`config.mk`:
```
export PLATFORM = sky130hd
export DESIGN_NAME = abx_core
export DESIGN_NICKNAME = d
export VERILOG_FILES = /design/src/abx_pkg.sv /design/src/abx_core.sv
export VERILOG_INCLUDE_DIRS = /design/src
export SDC_FILE = /design/constraint.sdc
export NUM_CORES = 1
export LEC_CHECK = 0
export ABC_CLOCK_PERIOD_IN_PS = 6630
export BUFFER_PORTS_ARGS = -buffer_cell sky130_fd_sc_hd__buf_2
export CAP_MARGIN = 20
export CORE_UTILIZATION = 32
export CTS_BUF_LIST = sky130_fd_sc_hd__clkbuf_2
export DETAILED_ROUTE_END_ITERATION = 10
export PLACE_DENSITY = 0.62
export SLEW_MARGIN = 40
export SYNTH_ARGS = -nofsm -noshare
export SYNTH_HDL_FRONTEND = slang
export SYNTH_SLANG_ARGS = --single-unit
export TNS_END_PERCENT = 100
```
`constraint.sdc`:
```
create_clock -name clk -period 6.63 [get_ports clk]
set_input_delay 1.989 -clock clk [delete_from_list [all_inputs] [get_ports clk]]
set_output_delay 1.989 -clock clk [all_outputs]
set_load 0.05 [all_outputs]
```
`src/abx_params.svh`:
```
`ifndef ABX_PARAMS_SVH
`define ABX_PARAMS_SVH

// clock and instruction cycle
`define ABX_CLK_NS 100
`define ABX_PHASES 4
`define ABX_CYCLE_NS (`ABX_CLK_NS * `ABX_PHASES)

// opcode fields of the 16-bit instruction word
`define ABX_OPC_ADD_IMM 8'h0f
`define ABX_OPC_AND_IMM 8'h0b
`define ABX_OPC_BR_CARRY 8'he2
`define ABX_OPF_ADD_FILE 6'h09
`define ABX_OPF_ADC_FILE 6'h08
`define ABX_OPF_AND_FILE 6'h05
`define ABX_BIT_DEST 9
`define ABX_BIT_ACCESS 8

// fixed access bank: low half from bank 0, high half from the top bank
`define ABX_ACC_SPLIT 8'h80
`define ABX_ACC_LO_BANK 4'h0
`define ABX_ACC_HI_BANK 4'hf

// reset values
`define ABX_ACC_RST 8'h00
`define ABX_BANK_RST 12'h000

`endif

```
`src/abx_pkg.sv`:
```
package abx_pkg;
  `include "abx_params.svh"

  // gray-coded phase of the instruction cycle
  typedef enum logic [1:0] {
    ABX_Q1 = 2'h0,
    ABX_Q2 = 2'h1,
    ABX_Q3 = 2'h3,
    ABX_Q4 = 2'h2
  } abx_phase_t;

  typedef enum logic [2:0] {
    ABX_OP_NONE = 3'h0,
    ABX_OP_ADD_IMM = 3'h1,
    ABX_OP_ADD_FILE = 3'h2,
    ABX_OP_ADC_FILE = 3'h3,
    ABX_OP_AND_IMM = 3'h4,
    ABX_OP_AND_FILE = 3'h5,
    ABX_OP_BR_CARRY = 3'h6
  } abx_op_t;

  typedef struct packed {
    logic n;
    logic signed_wrap;
    logic z;
    logic nibble_carry;
    logic c;
  } abx_flags_t;

  typedef struct packed {
    logic [11:0] addr;
    logic we;
    logic [7:0] wdata;
  } abx_mem_t;

  // decode of one instruction word
  function automatic abx_op_t abx_decode(input logic [15:0] w);
    abx_op_t op;
    op = ABX_OP_NONE;
    if (w[15:8] == `ABX_OPC_ADD_IMM) op = ABX_OP_ADD_IMM;
    else if (w[15:8] == `ABX_OPC_AND_IMM) op = ABX_OP_AND_IMM;
    else if (w[15:8] == `ABX_OPC_BR_CARRY) op = ABX_OP_BR_CARRY;
    else if (w[15:10] == `ABX_OPF_ADD_FILE) op = ABX_OP_ADD_FILE;
    else if (w[15:10] == `ABX_OPF_ADC_FILE) op = ABX_OP_ADC_FILE;
    else if (w[15:10] == `ABX_OPF_AND_FILE) op = ABX_OP_AND_FILE;
    return op;
  endfunction : abx_decode
endpackage : abx_pkg

```
`src/abx_core.sv`:
```
`timescale 1ns/1ps

// Behaviour
// - add-file pattern 0010 01da adds accumulator and byte, updates all five flags.
// - destination bit zero writes accumulator, one writes the data memory byte.
// - access bit zero uses fixed access bank, one uses bank select register.
// - add-with-carry 0010 00da sums accumulator, byte and carry; updates five flags.
// - AND literal 0000 1011 into accumulator; only N and Z change.
// - AND-file 0001 01da ANDs accumulator with byte to destination; only N, Z.
// - branch 1110 0010 with signed offset -128..127 branches only when carry set.
// - taken target is branch address plus 2 plus twice the offset.
// - taken branch takes two cycles, second idle; not taken takes one.
module abx_core
  import abx_pkg::*;
#(
  parameter int PC_W = 21
) (
  input wire logic clk,
  input wire logic rstn,
  input wire logic [15:0] instr,
  input wire logic [3:0] bank_select_register,
  input wire logic [7:0] mem_rdata,
  output logic [PC_W-1:0] pc,
  output abx_phase_t phase,
  output logic idle_cycle,
  output logic [7:0] accumulator,
  output abx_flags_t status,
  output abx_mem_t mem
);

  // whole state of the core
  typedef struct packed {
    abx_phase_t phase;
    logic idle;
    logic [15:0] ir;
    abx_op_t op;
    logic [7:0] acc;
    abx_flags_t flags;
    logic [7:0] res;
    abx_flags_t res_flags;
    logic taken;
    logic [PC_W-1:0] pc;
    abx_mem_t mem;
  } abx_state_t;

  abx_state_t st_ff;
  abx_state_t nxt_st;

  // elaboration check: the counter must hold a full branch span
  if (PC_W < 10) begin : g_pc_w_check
    $error("abx_core: PC_W must be at least 10");
  end

  // elaboration check: the sign extension of the offset needs a bounded width
  if (PC_W > 32) begin : g_pc_w_max_check
    $error("abx_core: PC_W must be at most 32");
  end

  // fields of the word held since decode
  logic [7:0] ir_f;
  logic ir_access;
  logic ir_dest;
  assign ir_f = st_ff.ir[7:0];
  assign ir_access = st_ff.ir[`ABX_BIT_ACCESS];
  assign ir_dest = st_ff.ir[`ABX_BIT_DEST];

  // which forms read a data byte and which write it back
  logic file_op;
  logic writes_file;
  logic writes_result;
  assign file_op = (st_ff.op == ABX_OP_ADD_FILE) || (st_ff.op == ABX_OP_ADC_FILE) ||
                   (st_ff.op == ABX_OP_AND_FILE);
  assign writes_file = file_op && ir_dest;
  assign writes_result = (st_ff.op != ABX_OP_NONE) && (st_ff.op != ABX_OP_BR_CARRY);

  // banked address: access bank split at the split offset, else bank select input
  logic [3:0] addr_bank;
  assign addr_bank = ir_access ? bank_select_register :
                     (ir_f < `ABX_ACC_SPLIT) ? `ABX_ACC_LO_BANK : `ABX_ACC_HI_BANK;

  // second operand: data byte for file forms, literal otherwise
  logic [7:0] alu_opb;
  logic alu_cin;
  assign alu_opb = file_op ? mem_rdata : ir_f;
  // carry in only for the add-with-carry form, as it stood before the word
  assign alu_cin = (st_ff.op == ABX_OP_ADC_FILE) ? st_ff.flags.c : 1'b0;

  // full and low-nibble sums give carry and nibble carry
  logic [8:0] alu_sum;
  logic [4:0] alu_lo;
  assign alu_sum = {1'b0, st_ff.acc} + {1'b0, alu_opb} + {8'h00, alu_cin};
  assign alu_lo = {1'b0, st_ff.acc[3:0]} + {1'b0, alu_opb[3:0]} + {4'h0, alu_cin};

  // add flags: all five follow the sum
  abx_flags_t add_flags;
  assign add_flags = '{
    n: alu_sum[7],
    signed_wrap: (st_ff.acc[7] == alu_opb[7]) && (alu_sum[7] != st_ff.acc[7]),
    z: (alu_sum[7:0] == 8'h00),
    nibble_carry: alu_lo[4],
    c: alu_sum[8]
  };

  // logic result: only negative and zero change, the rest carry over
  logic [7:0] and_res;
  abx_flags_t and_flags;
  assign and_res = st_ff.acc & alu_opb;
  assign and_flags = '{
    n: and_res[7],
    signed_wrap: st_ff.flags.signed_wrap,
    z: (and_res == 8'h00),
    nibble_carry: st_ff.flags.nibble_carry,
    c: st_ff.flags.c
  };

  // branch target: counter after the increment plus twice the signed offset
  logic [PC_W-1:0] pc_seq;
  logic [PC_W-1:0] br_ofs;
  logic [PC_W-1:0] pc_br;
  assign pc_seq = st_ff.pc + PC_W'(2);
  assign br_ofs = PC_W'({{(PC_W - 8){ir_f[7]}}, ir_f});
  assign pc_br = pc_seq + (br_ofs << 1);

  // next state: one phase per clock
  always_comb begin
    nxt_st = st_ff;
    nxt_st.mem.we = 1'b0;
    case (st_ff.phase)
      ABX_Q1: begin
        // decode; the word after a taken branch is ignored
        nxt_st.phase = ABX_Q2;
        nxt_st.ir = instr;
        nxt_st.taken = 1'b0;
        if (st_ff.idle) begin
          nxt_st.op = ABX_OP_NONE;
        end else begin
          nxt_st.op = abx_decode(instr);
        end
      end
      ABX_Q2: begin
        // operand read: present the banked address
        nxt_st.phase = ABX_Q3;
        nxt_st.mem.addr = {addr_bank, ir_f};
      end
      ABX_Q3: begin
        // process data into the result and its flags
        nxt_st.phase = ABX_Q4;
        case (st_ff.op)
          ABX_OP_ADD_IMM, ABX_OP_ADD_FILE, ABX_OP_ADC_FILE: begin
            nxt_st.res = alu_sum[7:0];
            nxt_st.res_flags = add_flags;
          end
          ABX_OP_AND_IMM, ABX_OP_AND_FILE: begin
            nxt_st.res = and_res;
            nxt_st.res_flags = and_flags;
          end
          ABX_OP_BR_CARRY: begin
            // the decision uses the carry as it stands now
            nxt_st.taken = st_ff.flags.c;
            nxt_st.res_flags = st_ff.flags;
          end
          default: begin
            // unknown words leave result and flags alone
            nxt_st.res_flags = st_ff.flags;
          end
        endcase
      end
      ABX_Q4: begin
        // write destination and advance the counter
        nxt_st.phase = ABX_Q1;
        nxt_st.idle = st_ff.taken;
        if (!st_ff.idle) begin
          if (writes_result) begin
            nxt_st.flags = st_ff.res_flags;
            if (writes_file) begin
              nxt_st.mem.we = 1'b1;
              nxt_st.mem.wdata = st_ff.res;
            end else begin
              nxt_st.acc = st_ff.res;
            end
          end
          if (st_ff.taken) begin
            nxt_st.pc = pc_br;
          end else begin
            nxt_st.pc = pc_seq;
          end
        end
      end
      default: begin
        nxt_st.phase = ABX_Q1;
      end
    endcase
  end

  // state register
  always_ff @(posedge clk or negedge rstn) begin
    if (!rstn) begin
      st_ff <= '0;
    end else begin
      st_ff <= nxt_st;
    end
  end

  // outputs straight from state
  assign pc = st_ff.pc;
  assign phase = st_ff.phase;
  assign idle_cycle = st_ff.idle;
  assign accumulator = st_ff.acc;
  assign status = st_ff.flags;
  assign mem = st_ff.mem;

endmodule : abx_core

```
==> run_results.csv <==
group,metric,value,unit
cells_and_area,area_growth,5.41,%
placement,io_buffers,86,
timing,fin_crit_sh,60.6,%
clock_tree,ctsLongestPathBuffers,2,
floorplanning,core-area,0.0180,mm^2
timing,fin_crit,4.02,ns
worst_setup_path,crit_fanout,3,
worst_setup_path,endpoint_kind,"flip-flop",
clock_tree,clock-sinks,84,
yosys,synth_top_area_share,35.9,%
timing,hold_ws,0.491,ns
global_routing,grt_pass1_wl,22.9,mm
worst_setup_path,path_class,"in -> reg",
global_routing,grt_pass1_vias,4332,
yosys,synthFlopType,"dfrtp_1",
yosys,syn-cell-area,0.00585,mm^2
yosys,synth_edf_count,0,
worst_setup_path,slowest_delay,0.50,ns
placement,pre_cts_ws,2.00,ns
worst_setup_path,critPathTopFamily,"simple AND/OR/NAND/NOR gates",
route,via_per_inst,5.06,
clock_tree,cts_setup_buffers,0,
worst_setup_path,crit_path_start_kind,"input pin",
pwr,power,1.29,mW
worst_hold_path,hp-class,"reg -> reg",
route,postRouteAntennaNets,0,
yosys,synth_seq_area_share,35.9,%
outcome,outcome,"finished, final reports clean",
placement,routabilityCongestion,0.886,
yosys,netlist_top_cells_area,"dfrtp_1, buf_4, mux2_2",
cells_and_area,drive_gt1_share,23.7,%
timing,finalMaxSlewViolations,0,
pwr,power_density,210,mW/mm^2
clock_tree,clock_latency,0.60,ns
worst_setup_path,worstPathCellList,"buf_2 -> mux2_2 -> inv_1 -> fa_1 -> inv_1 -> fa_1 -> a21o_1 -> a21oi_2 -> xnor2_1 -> or3_1 -> or4_1 -> a31oi_1",
floorplanning,die_h,137,um
pwr,p_leak,2.83,nW
yosys,synth_fp_nets,706,
clock_tree,holdBufCountCts,0,
timing,tns,0,ns
clock_tree,cts_resized,0,
yosys,yosysTopAreaCell,"dfrtp_1",
global_routing,grt_max_degree,66,
yosys,async_reset_ff_share,100,%
clock_tree,cts_tree,"built",
floorplanning,dieArea,0.0188,mm^2
clock_tree,htreeDepth,3,
route,vias,4542,
floorplanning,rows,49,
route,drc,0,
timing,hold_viol_final,0,
floorplanning,ios,88,
yosys,yosysWarnings,0,
job,maxCapViolations,0,
floorplanning,initial_core_util,32.6,%
clock_tree,numCtsBuffers,9,
route,first_pass_iters,4,
clock_tree,cts_root_buf,"clkbuf_2",
yosys,synth_seq_cells,84,
placement,place.detailed.hpwl,10.5,mm
global_routing,grt-ovfl-total,0,
cells_and_area,final_common_cell,"buf_2",
worst_setup_path,r2r_slack,2.66,ns
timing,relSlewSlack,47.8,%
global_routing,antenna_found_initial,0,
yosys,ys_types,62,
clock_tree,clk_pin_slew,0.27,ns
cells_and_area,final_cell_mix,"buf_2, dfrtp_1, nand2_1",
timing,worst_slew_pin_slew,0.782,ns
timing,finClkSkew,0.0390,ns
timing,final-setup-viol-count,0,
cells_and_area,num-nets-final,724,
route,wl_per_cell,15.8,um
route,routed_wl,14.2,mm
worst_setup_path,worstPathArrival,4.56,ns
yosys,synthCells,645,
timing,fmax,0.249,GHz
worst_setup_path,slowest_stage,"or4_1",
floorplanning,die_w,137,um
global_routing,track_usage,16.1,%
timing,fin_ws,2.61,ns
worst_setup_path,critPathBufInv,3,
timing,grt_setup_unrepaired,"no",
cells_and_area,diodes,0,
worst_setup_path,crit_required,7.17,ns
cells_and_area,final_util,34.3,%
pwr,ir_drop,0.187,mV
route,drt_iter0_drc,265,
yosys,syn_area_per_cell,9.07,um^2
-- kinds of logic after synthesis --
logic type	Yosys count	share of synthesized area, %
AND/OR/NAND/NOR	203	16.7
AO/OA/AOI/OAI	144	15.5
buffers and inverters	95	9.88
flip-flops	84	35.9
multiplexers	49	9.19
XOR/XNOR	38	5.69
adder cells (fa/ha/maj)	31	7.01
other	1	0.0641
-- synth_stat cells (12+ instances only) --
cell      count
clkbuf_1     20
nand2_1      63
o21ai_0      43
nor2_1       47
xor2_1       15
xnor2_1      23
dfrtp_1      84
ha_1         28
mux2_2       38
nand3_1      26
buf_4        57
a21oi_1      41
inv_1        12
a21o_1       12
nor3_1       12
-- per-layer routing --
metal	vias to the layer above	part of all wire, %	GRT usage, %
li1	2267	-	-
met1	2165	48	21.0
met2	101	47	26.6
met3	9	4.3	4.19
met4	0	0.99	3.48
met5	-	0	0
-- through the flow --
stage               instance area (um^2)  cells
finish                              6170    897
global route                        6170    897
CTS                                 6170    897
detailed placement                  6070    881
global placement                    6070    881
floorplan                           5850    645
-- report_power, final --
part / switching [mW] / total (mW) / leakage, nW / internal, mW
clock: 0.203 / 0.254 / 0.0539 / 0.0509
combinational: 0.259 / 0.422 / 1.72 / 0.162
sequential: 0.0515 / 0.617 / 1.06 / 0.565
total: 0.514 / 1.29 / 2.83 / 0.779
-- path summary, 6_finish.rpt --
| check | start | end | cells after the start |
|---|---|---|---|
| max | mem_rdata[0] | st_ff[45]$_DFFE_PN0P_ | 12 |
| min | pc[20]$_DFFE_PN0P_ | pc[20]$_DFFE_PN0P_ | 1 |
| max reg2reg | st_ff[71]$_DFFE_PN0P_ | st_ff[45]$_DFFE_PN0P_ | 14 |
| min reg2reg | pc[20]$_DFFE_PN0P_ | pc[20]$_DFFE_PN0P_ | 1 |
| max in group asynchronous | rstn | st_ff[55]$_DFFE_PN0P_ | 2 |
| min in group asynchronous | rstn | pc[16]$_DFFE_PN0P_ | 1 |
-- registers in the layout (all words and copies together), names as in the netlist, 2 cells and up --
name,count
accumulator,8
br_ofs,8
phase,2
st_ff,17
status,5
mem,21
pc,20
-- cell type report --
type,instances,area [um^2]
repair buffers,90,467
inverters,12,45.0
multi-input cells,466,3170
fillers,1881,11800
flip-flops and latches,84,2100
well taps,229,287
clock buffers,9,45.0
clock inverters,7,51.3
No activity file was read; power rests on OpenSTA's default activity.
